## src/hw/tfs_defs.vh

```
// constants for the transmitter fault sequencer
`ifndef TFS_DEFS_VH
`define TFS_DEFS_VH

// timing
`define TFS_CLK_NS        10
`define TFS_TICK_NS       1000000
`define TFS_TICK_CYCLES   (`TFS_TICK_NS / `TFS_CLK_NS)
`define TFS_TICK_MS       1
`define TFS_RECYCLE_MS    1000
`define TFS_WATCH_MS      2400
`define TFS_UDGATE_MS     300
`define TFS_FILT_MS       4
`define TFS_RECYCLE_TICKS (`TFS_RECYCLE_MS / `TFS_TICK_MS)
`define TFS_WATCH_TICKS   (`TFS_WATCH_MS / `TFS_TICK_MS)
`define TFS_UDGATE_TICKS  (`TFS_UDGATE_MS / `TFS_TICK_MS)
`define TFS_FILT_TICKS    (`TFS_FILT_MS / `TFS_TICK_MS)

// register map
`define TFS_REG_CTRL      4'h0
`define TFS_REG_STATUS    4'h4
`define TFS_CTRL_MRST_BIT 0
`define TFS_RESP_OKAY     2'b00
`define TFS_RESP_SLVERR   2'b10

// status field positions
`define TFS_ST_ALARM_LSB  0
`define TFS_ST_INTLK_LSB  4
`define TFS_ST_TRIP_LSB   6
`define TFS_ST_ACT_LSB    9
`define TFS_ST_OVL_BIT    12
`define TFS_ST_UDG_BIT    13
`define TFS_ST_SHUT_BIT   14
`define TFS_ST_PAOFF_BIT  15

`endif

```

## src/hw/tfs_sequencer.v

```verilog
// fault supervision: supply alarms, interlock lamps, recycle sequencer
`timescale 1ns/10ps
`default_nettype none
`include "tfs_defs.vh"

// Contract
// - each supply alarm input is active low and raises a shutdown fault
// - output monitor +5 and -5 regulators have separate alarm inputs
// - positive rail alarm pulled low by regulator board causes shutdown fault
// - supply alarms are filtered so brief pulses cause no shutdown
// - two identical interlock channels: door and external
// - interlock high: green on, red off, external fault output low
// - interlock low: green off, red on, external fault output high
// - overdrive, underdrive and current overload each run their own identical recycle sequence
// - recycle fault immediately requests power amplifier supply off
// - after one second release power-off and start the watch timer
// - repeat within the 2.4 second watch raises a shutdown fault
// - no repeat in the watch: indication and operation return to normal
// - any recycle fault latches overload indicator red until manual reset
// - overdrive detector output is active high
// - underdrive detector blocked while the gate release is low
// - gate release rises 0.3 seconds after contactor closed rises
// - each contactor closed rising edge restarts the underdrive ramp
// - first underdrive shows amber and recycles; repeat turns off, red
// - recycle timer starts only on a rising detector edge
// - both indicator sections are off during the watch window
module tfs_sequencer #(
	parameter TICK_CYCLES = `TFS_TICK_CYCLES,
	parameter RECYCLE_T   = `TFS_RECYCLE_TICKS,
	parameter WATCH_T     = `TFS_WATCH_TICKS,
	parameter UDGATE_T    = `TFS_UDGATE_TICKS,
	parameter FILT_T      = `TFS_FILT_TICKS
) (
	input  wire        mclk,
	input  wire        rst_n,
	input  wire        om_p5_alarm_n,
	input  wire        om_n5_alarm_n,
	input  wire        dcr_bplus_alarm_n,
	input  wire        dcr_bminus_alarm_n,
	input  wire        door_intlk_ok,
	input  wire        ext_intlk_ok,
	input  wire        overdrive_det,
	input  wire        underdrive_det,
	input  wire        current_ovl_det,
	input  wire        step_start_contactor,
	output reg         shutdown_fault,
	output reg         pa_off_req,
	output reg         ud_gate_release,
	output reg         ud_ramp_restart,
	output reg  [1:0]  intlk_led_grn,
	output reg  [1:0]  intlk_led_red,
	output reg  [1:0]  intlk_ext_fault,
	output reg  [2:0]  rec_led_grn,
	output reg  [2:0]  rec_led_red,
	output reg  [2:0]  rec_ext_fault,
	output reg         ovl_led_red,
	input  wire [3:0]  s_axi_awaddr,
	input  wire        s_axi_awvalid,
	output reg         s_axi_awready,
	input  wire [31:0] s_axi_wdata,
	input  wire [3:0]  s_axi_wstrb,
	input  wire        s_axi_wvalid,
	output reg         s_axi_wready,
	output reg  [1:0]  s_axi_bresp,
	output reg         s_axi_bvalid,
	input  wire        s_axi_bready,
	input  wire [3:0]  s_axi_araddr,
	input  wire        s_axi_arvalid,
	output reg         s_axi_arready,
	output reg  [31:0] s_axi_rdata,
	output reg  [1:0]  s_axi_rresp,
	output reg         s_axi_rvalid,
	input  wire        s_axi_rready
);

	localparam ST_IDLE  = 4'b0001;
	localparam ST_OFF   = 4'b0010;
	localparam ST_WATCH = 4'b0100;
	localparam ST_TRIP  = 4'b1000;

	// ----------------------------------------------------------------
	// input synchroniser
	// ----------------------------------------------------------------
	wire [9:0] raw_in;
	reg  [9:0] sync1_r;
	reg  [9:0] sync2_r;
	reg  [9:0] prev_r;

	assign raw_in = {step_start_contactor, current_ovl_det, underdrive_det,
		overdrive_det, ext_intlk_ok, door_intlk_ok, dcr_bminus_alarm_n,
		dcr_bplus_alarm_n, om_n5_alarm_n, om_p5_alarm_n};

	always @(posedge mclk or negedge rst_n)
	begin
		if (!rst_n)
		begin
			sync1_r <= 10'h03f;
			sync2_r <= 10'h03f;
			prev_r  <= 10'h03f;
		end
		else
		begin
			sync1_r <= raw_in;
			sync2_r <= sync1_r;
			prev_r  <= sync2_r;
		end
	end

	// ----------------------------------------------------------------
	// timebase tick
	// ----------------------------------------------------------------
	reg [31:0] tick_cnt_r;
	reg        tick_r;

	always @(posedge mclk or negedge rst_n)
	begin
		if (!rst_n)
		begin
			tick_cnt_r <= 32'h0;
			tick_r     <= 1'b0;
		end
		else if (tick_cnt_r >= TICK_CYCLES - 1)
		begin
			tick_cnt_r <= 32'h0;
			tick_r     <= 1'b1;
		end
		else
		begin
			tick_cnt_r <= tick_cnt_r + 32'h1;
			tick_r     <= 1'b0;
		end
	end

	// ----------------------------------------------------------------
	// supply alarm filters
	// ----------------------------------------------------------------
	wire [3:0] alarm_filt;
	wire       man_rst;
	genvar     gi;

	generate
		for (gi = 0; gi < 4; gi = gi + 1)
		begin : g_alarm
			reg [15:0] cnt_r;
			reg        flt_r;
			always @(posedge mclk or negedge rst_n)
			begin
				if (!rst_n)
				begin
					cnt_r <= 16'h0;
					flt_r <= 1'b0;
				end
				else if (sync2_r[gi])
				begin
					cnt_r <= 16'h0;
					flt_r <= 1'b0;
				end
				else if (cnt_r >= FILT_T)
					flt_r <= 1'b1;
				else if (tick_r)
					cnt_r <= cnt_r + 16'h1;
			end
			assign alarm_filt[gi] = flt_r;
		end
	endgenerate

	// ----------------------------------------------------------------
	// underdrive gate and ramp restart
	// ----------------------------------------------------------------
	reg [15:0] ud_cnt_r;
	reg        ud_gate_d_r;
	wire       con_rise;

	assign con_rise = sync2_r[9] & ~prev_r[9];

	always @(posedge mclk or negedge rst_n)
	begin
		if (!rst_n)
		begin
			ud_cnt_r        <= 16'h0;
			ud_gate_release <= 1'b0;
			ud_ramp_restart <= 1'b0;
			ud_gate_d_r     <= 1'b0;
		end
		else
		begin
			ud_ramp_restart <= con_rise;
			ud_gate_d_r     <= ud_gate_release;
			if (!sync2_r[9] || con_rise)
			begin
				ud_cnt_r        <= 16'h0;
				ud_gate_release <= 1'b0;
			end
			else if (ud_cnt_r >= UDGATE_T)
				ud_gate_release <= 1'b1;
			else if (tick_r)
				ud_cnt_r <= ud_cnt_r + 16'h1;
		end
	end

	// ----------------------------------------------------------------
	// recycle sequencers: 0 overdrive, 1 underdrive, 2 current
	// ----------------------------------------------------------------
	wire [2:0] det_now;
	wire [2:0] det_old;
	wire [2:0] rec_off;
	wire [2:0] rec_trip;
	wire [2:0] rec_act;

	assign det_now = {sync2_r[8], sync2_r[7] & ud_gate_release,
		sync2_r[6]};
	assign det_old = {prev_r[8], prev_r[7] & ud_gate_d_r, prev_r[6]};

	generate
		for (gi = 0; gi < 3; gi = gi + 1)
		begin : g_rec
			reg [3:0]  st_r;
			reg [15:0] cnt_r;
			wire       rise;
			assign rise = det_now[gi] & ~det_old[gi];
			always @(posedge mclk or negedge rst_n)
			begin
				if (!rst_n)
				begin
					st_r  <= ST_IDLE;
					cnt_r <= 16'h0;
				end
				else
				begin
					case (st_r)
						ST_IDLE:
						begin
							cnt_r <= 16'h0;
							if (rise)
								st_r <= ST_OFF;
						end
						ST_OFF:
						begin
							if (cnt_r >= RECYCLE_T)
							begin
								cnt_r <= 16'h0;
								st_r  <= ST_WATCH;
							end
							else if (tick_r)
								cnt_r <= cnt_r + 16'h1;
						end
						ST_WATCH:
						begin
							if (rise)
								st_r <= ST_TRIP;
							else if (cnt_r >= WATCH_T)
								st_r <= ST_IDLE;
							else if (tick_r)
								cnt_r <= cnt_r + 16'h1;
						end
						ST_TRIP:
						begin
							if (man_rst)
								st_r <= ST_IDLE;
						end
						default:
							st_r <= ST_IDLE;
					endcase
				end
			end
			assign rec_off[gi]  = st_r[1];
			assign rec_trip[gi] = st_r[3];
			assign rec_act[gi]  = ~st_r[0];
		end
	endgenerate

	// ----------------------------------------------------------------
	// indicators and controller requests
	// ----------------------------------------------------------------
	always @(posedge mclk or negedge rst_n)
	begin
		if (!rst_n)
		begin
			shutdown_fault  <= 1'b0;
			pa_off_req      <= 1'b0;
			intlk_led_grn   <= 2'b00;
			intlk_led_red   <= 2'b00;
			intlk_ext_fault <= 2'b00;
			rec_led_grn     <= 3'b000;
			rec_led_red     <= 3'b000;
			rec_ext_fault   <= 3'b000;
			ovl_led_red     <= 1'b0;
		end
		else
		begin
			shutdown_fault  <= (|alarm_filt) | (|rec_trip);
			pa_off_req      <= |rec_off;
			intlk_led_grn   <= sync2_r[5:4];
			intlk_led_red   <= ~sync2_r[5:4];
			intlk_ext_fault <= ~sync2_r[5:4];
			// amber while off, dark in the watch, red once tripped
			rec_led_grn     <= ~rec_act | rec_off;
			rec_led_red     <= rec_off | rec_trip;
			rec_ext_fault   <= rec_trip;
			if (|rec_off)
				ovl_led_red <= 1'b1;
			else if (man_rst)
				ovl_led_red <= 1'b0;
		end
	end

	// ----------------------------------------------------------------
	// axi4-lite register slave
	// ----------------------------------------------------------------
	reg        aw_hold_r;
	reg        w_hold_r;
	reg        man_rst_r;
	reg [3:0]  awaddr_r;
	reg [31:0] wdata_r;
	reg [3:0]  wstrb_r;
	wire       aw_take;
	wire       w_take;
	wire       ar_take;
	wire       commit;
	wire       aw_hold_nxt;
	wire       w_hold_nxt;
	wire       bvalid_nxt;
	wire       rvalid_nxt;
	wire [31:0] status;

	function reg_hit;
		input [3:0] addr;
		reg_hit = (addr == `TFS_REG_CTRL) || (addr == `TFS_REG_STATUS);
	endfunction

	assign aw_take     = s_axi_awvalid & s_axi_awready;
	assign w_take      = s_axi_wvalid & s_axi_wready;
	assign ar_take     = s_axi_arvalid & s_axi_arready;
	assign commit      = aw_hold_r & w_hold_r & ~s_axi_bvalid;
	assign aw_hold_nxt = (aw_hold_r | aw_take) & ~commit;
	assign w_hold_nxt  = (w_hold_r | w_take) & ~commit;
	assign bvalid_nxt  = commit | (s_axi_bvalid & ~s_axi_bready);
	assign rvalid_nxt  = ar_take | (s_axi_rvalid & ~s_axi_rready);
	assign man_rst     = man_rst_r;

	assign status = {16'h0, pa_off_req, shutdown_fault, ud_gate_release,
		ovl_led_red, rec_act, rec_trip, ~sync2_r[5:4], alarm_filt};

	always @(posedge mclk or negedge rst_n)
	begin
		if (!rst_n)
		begin
			aw_hold_r     <= 1'b0;
			w_hold_r      <= 1'b0;
			man_rst_r     <= 1'b0;
			awaddr_r      <= 4'h0;
			wdata_r       <= 32'h0;
			wstrb_r       <= 4'h0;
			s_axi_awready <= 1'b0;
			s_axi_wready  <= 1'b0;
			s_axi_bvalid  <= 1'b0;
			s_axi_bresp   <= 2'b00;
			s_axi_arready <= 1'b0;
			s_axi_rvalid  <= 1'b0;
			s_axi_rdata   <= 32'h0;
			s_axi_rresp   <= 2'b00;
		end
		else
		begin
			aw_hold_r     <= aw_hold_nxt;
			w_hold_r      <= w_hold_nxt;
			s_axi_bvalid  <= bvalid_nxt;
			s_axi_rvalid  <= rvalid_nxt;
			s_axi_awready <= ~aw_hold_nxt & ~bvalid_nxt;
			s_axi_wready  <= ~w_hold_nxt & ~bvalid_nxt;
			s_axi_arready <= ~rvalid_nxt;
			man_rst_r     <= commit & (awaddr_r == `TFS_REG_CTRL) &
				wstrb_r[0] & wdata_r[`TFS_CTRL_MRST_BIT];
			if (aw_take)
				awaddr_r <= s_axi_awaddr;
			if (w_take)
			begin
				wdata_r <= s_axi_wdata;
				wstrb_r <= s_axi_wstrb;
			end
			if (commit)
				s_axi_bresp <= reg_hit(awaddr_r) ? `TFS_RESP_OKAY :
					`TFS_RESP_SLVERR;
			if (ar_take)
			begin
				s_axi_rdata <= (s_axi_araddr == `TFS_REG_STATUS) ?
					status : 32'h0;
				s_axi_rresp <= reg_hit(s_axi_araddr) ? `TFS_RESP_OKAY :
					`TFS_RESP_SLVERR;
			end
		end
	end

endmodule
`default_nettype wire

```

## config.mk

```make
export PLATFORM = sky130hd
export DESIGN_NAME = tfs_sequencer
export DESIGN_NICKNAME = d
export VERILOG_FILES = /design/src/hw/tfs_sequencer.v
export VERILOG_INCLUDE_DIRS = /design/src /design/src/hw
export SDC_FILE = /design/constraint.sdc
export NUM_CORES = 1
export LEC_CHECK = 0
export BUFFER_PORTS_ARGS = -buffer_cell sky130_fd_sc_hd__buf_2
export CAP_MARGIN = 20
export CORE_MARGIN = 3
export CORE_UTILIZATION = 52
export CTS_CLUSTER_SIZE = 16
export DETAILED_ROUTE_END_ITERATION = 7
export PLACE_DENSITY = 0.76
export SYNTH_ARGS = -nofsm -noshare
export SYNTH_HDL_FRONTEND = slang
export SYNTH_SLANG_ARGS = --single-unit
```

## constraint.sdc

```tcl
create_clock -name mclk -period 1.9 [get_ports mclk]
set_input_delay 0.38 -clock mclk [delete_from_list [all_inputs] [get_ports mclk]]
set_output_delay 0.38 -clock mclk [all_outputs]
set_load 0.02 [all_outputs]
```

Word-level counts from Yosys, hierarchy flattened
Cells that the tools add are included.

$add $sub $neg: 9. Magnitude comparators: 12. Equality and inequality tests: 37. Multiplexer cells: 63. Bitwise logic cells: 44. Reduce and logical (&&, ||, !) cells: 34.

Operators by type and width (count): $mux W16 (28); $pmux W16 S3 (3); $add A16 B1 Y16 const B (8); $ge A16 B3 Y1 const B (4); $mux W4 (13); $ge A16 B10 Y1 const B (3); $ge A16 B12 Y1 const B (3); $pmux W4 S4 (3); $ne A2 B2 Y1 const B (20); $add A32 B1 Y32 const B (1); $ge A32 B17 Y1 const B (1); $mux W32 (1); $reduce_bool A2 Y1 (11); $and A1 B1 Y1 (20); $eq A4 B3 Y1 const B (5); $ge A16 B9 Y1 const B (1); $not A1 Y1 (15); $mux W1 (13); $eq A4 B1 Y1 const B (3); $eq A4 B2 Y1 const B (3); $eq A4 B4 Y1 const B (3); $reduce_and A4 Y1 (3); $reduce_and A2 Y1 (5); $ne A3 B3 Y1 const B (3); other kinds (12) (26).

Bits in registers: 276. Bits of input ports: 61. Output and inout bits: 61.

Longest topological paths before layout
Word-level depth: 6. Mapped depth: 8.

Worst setup path after synthesis
OpenSTA, ideal clock, no wires.

Path kind: register -> register. Start point: register g_rec[1].st_r[2]. End point: register g_rec[1].cnt_r[9]. Data arrival time: 1871 ps. Data required time: 1823 ps. Setup slack: -48 ps. Cell stages (with the launch flop): 7. Clock period less this slack: 1948 ps. Cells stage by stage: dfrtp_1 > buf_6 > o21ai_0 > o211ai_2 > or4_1 > or3_1 > a21oi_1.

Longest elaborated chain between the ends: 3.

RTL lines: start, declared (line tfs_sequencer.v:217) `reg [3:0] st_r;`; start signal, assigned (line tfs_sequencer.v:225) `st_r <= ST_IDLE;`; start signal, assigned (line tfs_sequencer.v:235) `st_r <= ST_OFF;`; start signal, assigned (line tfs_sequencer.v:242) `st_r <= ST_WATCH;`; $eq A4 B3 Y1 (tied with other cells) (line tfs_sequencer.v:230) `case (st_r)`; $ne A2 B2 Y1 (no line) / $reduce_bool A3 Y1 (equally long branches); $reduce_and A3 Y1 (no line); end signal, assigned (line tfs_sequencer.v:245) `cnt_r <= cnt_r + 16'h1;`; end signal, assigned (line tfs_sequencer.v:254) `cnt_r <= cnt_r + 16'h1;`; end, declared (line tfs_sequencer.v:218) `reg [15:0] cnt_r;`.

Several ways; a longest one is shown, not always the timed one. A chain may end at the register's enable or synchronous reset.

Final worst setup path
Start point: register g_rec[2].cnt_r[13]. End point: register g_rec[2].cnt_r[10].

Longest elaborated chain between the ends: 3.

RTL lines (line): start, declared (tfs_sequencer.v:218); start signal, assigned (tfs_sequencer.v:245); start signal, assigned (tfs_sequencer.v:254); $ge A16 B10 Y1 / $ge A16 B12 Y1 (equally long branches) (tfs_sequencer.v:239, tfs_sequencer.v:251); $mux W16 / $ne A2 B2 Y1 (equally long branches); $pmux W16 S3 / $reduce_and A3 Y1 (equally long branches).

Several ways; a longest one is shown, not always the timed one.

==> qor.yml <==
ios: 122
leakage_nw: 6.07
grt.busiest_layer: "met2"
path_cells: "or4_4 -> o21ai_2 -> o21ai_2 -> buf_4 -> or4_1 -> a21oi_2"
finalHoldViolCount: 0
clock.fmax_ghz: 0.494
yosysUniqueCellTypes: 63
antenna_found_initial: 0
drc_errors: 0
cts_buffers: 26
cpPeakStageDelay_ps: 550
power.switching_mw: 2.92
violations: "setup timing"
critPathRequiredTime_ps: 2340
n_antenna_cell: 0
clock-skew-final_ps: 9.86
initial_core_util_pct: 53.2
cp_max_fo: 6
grt_pass1_vias: 7426
rsz0062_at_grt: "yes"
async_reset_ff_share_pct: 100
synth_top_area_share_pct: 57.1
die_area_um2: 21700
max-slew-margin-rel_pct: 55.3
die_width_um: 147
peakVddDrop_v: 0.000753
setup_ws_ps: -126
ys_seq_elements: 252
finalSetupViolCount: 13
clock_latency_ps: 520
cts.path.max_buffers: 3
multi_input_area_um2: 4070
finalSetupTns_ps: -815
grt.total_usage_pct: 18.9
min_to: "s_axi_wready$_DFF_PN0_"
ant_nets: 0
place_area_um2: 11600
grt_max_degree: 51
finalCritPeriodShare_pct: 107
grt_pass1_wl_um: 34900
endpoint_kind: "flip-flop"
crit_top_cell: "o21ai_2"
p_total_mw: 12.4
cp.arrival_ps: 2470
grtUsageMet1_pct: 26.8
yosysSeqAreaShare_pct: 60.9
synth_flop_cell: "dfrtp_1"
place.gp.congestion: 0.833
worst_slew_pin_slew_ps: 665
cts_tree: "built"
start_kind: "flip-flop"
via_per_inst: 5.30
grt_overflow: 0
regArea_um2: 6330
fillers: 1447
whs_path_depth: 2
syn_area_per_cell_um2: 11.3
cts.sinks: 252
dr.pass1.iters: 4
cts.reportedPaths.clkPinSlew_ps: 60
drt-wirelength-per-cell_um: 14.9
synth_edf_count: 0
power.internal_mw: 9.51
post-place-ws_ps: -178
min_path_type: "in -> reg"
synth_cells: 923
clkPwrFrac_pct: 42.6
root_buffer: "clkbuf_16"
pwr-share-comb_pct: 9.6
met2_usage_pct: 30.8
synth_area_leader_cell: "dfrtp_1"
holdWs_ps: 74.0
drive_gt1_share_pct: 28.2
slew_violations: 0
area_growth_pct: 26.0
r2r_cells: 6
worstReg2RegStart: "g_rec[2].cnt_r[13]$_DFFE_PN0P_"
detail_route.iter0.violations: 408
r2r_end: "g_rec[2].cnt_r[10]$_DFFE_PN0P_"
synth_warnings: 0
synth_area_leaders: "dfrtp_1, dfstp_2, nor2b_1"
maxCapViolCount: 0
outcome: "finished, violations left"
design_area_um2: 13100
io_buffer_count: 69
crit_type: "reg -> reg"
seqPwrFrac_pct: 47.8
hold_start: "s_axi_wvalid"
rrSetupSlack_ps: -130
routed_wl_um: 20900
fin_crit_ps: 2030
powerDensity_nw_per_um2: 950
cp_slowest_cell: "or4_4"
h-tree-depth: 1
synth.most_common_cell: "dfrtp_1"
sw_frac_of_total_pct: 23.5
coreArea_um2: 19500
hpwlAfterDp_um: 13300
nets: 1194
grt_util_met3_pct: 3.24
yosys-top-cells-count: "dfrtp_1, nor2_1, nor2b_1"
vias: 7424
die_y_um: 147
syn_area_um2: 10400
rows: 51
power groups by stage:
stage          Sequential, mW  Clock (mW)  Combinational, mW
2_1_floorplan            6.06           0              0.648
3_3_place_gp             6.02           0               1.09
3_5_place_dp             6.04           0               1.13
4_1_cts                  5.95        5.40               1.17
5_1_grt                  5.99        5.67               1.35
6_report                 5.95        5.29               1.19
worst max path at each step:
| stage | from | end | slack, ps | depth (start not counted) |
|---|---|---|---|---|
| finish | g_rec[2].cnt_r[13]$_DFFE_PN0P_ | g_rec[2].cnt_r[10]$_DFFE_PN0P_ | -130 | 6 |
| global route | g_rec[2].cnt_r[13]$_DFFE_PN0P_ | g_rec[2].cnt_r[10]$_DFFE_PN0P_ | -210 | 6 |
| CTS | g_rec[2].cnt_r[14]$_DFFE_PN0P_ | g_rec[2].cnt_r[7]$_DFFE_PN0P_ | -80 | 7 |
| detailed placement | g_rec[2].cnt_r[13]$_DFFE_PN0P_ | g_rec[2].cnt_r[9]$_DFFE_PN0P_ | -180 | 6 |
| global placement | g_rec[2].cnt_r[13]$_DFFE_PN0P_ | g_rec[2].cnt_r[9]$_DFFE_PN0P_ | -120 | 6 |
| floorplan | g_rec[2].st_r[1]$_DFFE_PN0P_ | g_rec[2].cnt_r[7]$_DFFE_PN0P_ | 7 | 6 |
through the flow:
step | instances | utilization [%]
4_1_cts | 1393 | 65.4
3_3_place_gp | 1326 | 59.2
3_5_place_dp | 1326 | 59.2
2_1_floorplan | 955 | -
5_1_grt | 1401 | 67.0
6_report | 1401 | 67.0
area by class of cell:
cell class	instances	area share [%]
clock buffer	45	6.59
tap	265	2.53
sequential	252	48.3
inverter	36	1.03
multi-input combinational	622	31.1
timing repair buffer	178	9.93
clock inverter	3	0.497
critical path, delay by kind of cell (launching register included):
family / cells / cell delay (ps)
DFF: 1 / 360
and+or+nand+nor: 2 / 1050
buffers and inverters: 1 / 170
AOI/OAI and AO/OA: 3 / 370
placed cells by master, fill, tap and decap left out, types with 15 or more instances in the layout:
master       n
a21oi_1     25
a21oi_2     23
and3_1      16
buf_2       68
buf_4       81
clkbuf_16   27
conb_1      33
dfrtp_1    234
dfstp_2     15
ha_1        17
inv_1       35
nand2_1     55
nand3_1     25
nand4_1     30
nor2_1      78
nor2b_1     59
nor4_1      20
o21ai_0     19
xnor2_1     17
registers in the layout, summed over array words and instances (netlist names), 10 cells and up:
signal         flops
sync1_r           10
g_alarm.cnt_r     64
g_rec.st_r        12
tick_cnt_r        32
g_rec.cnt_r       48
ud_cnt_r          16
s_axi_rdata       16
sync2_r           10
logic make-up after synthesis:
| logic type | Yosys count | synth area share, % |
|---|---|---|
| compound gates | 157 | 9.85 |
| xor+xnor | 26 | 2.19 |
| fa+ha+maj | 17 | 2.05 |
| buf+inv | 81 | 4.16 |
| flops | 252 | 60.9 |
| mux | 12 | 1.23 |
| other cells | 1 | 0.0361 |
| simple gates | 377 | 19.6 |
what timing repair did:
| action | in CTS | in global routing |
|---|---|---|
| cloned | 1 | 2 |
| pin swaps | 38 | 41 |
| buffers inserted | 7 | 7 |
| setup endpoints to repair | 21 | 38 |
| endpoints found under the hold margin | 50 | 0 |
| hold buffers | 11 | 0 |
| gates resized for setup | 30 | 76 |
layer usage:
metal	vias to the layer above	part of all wire (%)	routed length, um
li1	3576	-	-
met1	3637	46	9510
met2	171	48	9920
met3	40	4.6	953
met4	0	2.3	472
met5	-	0	0
No activity file was read; power rests on OpenSTA's default activity.
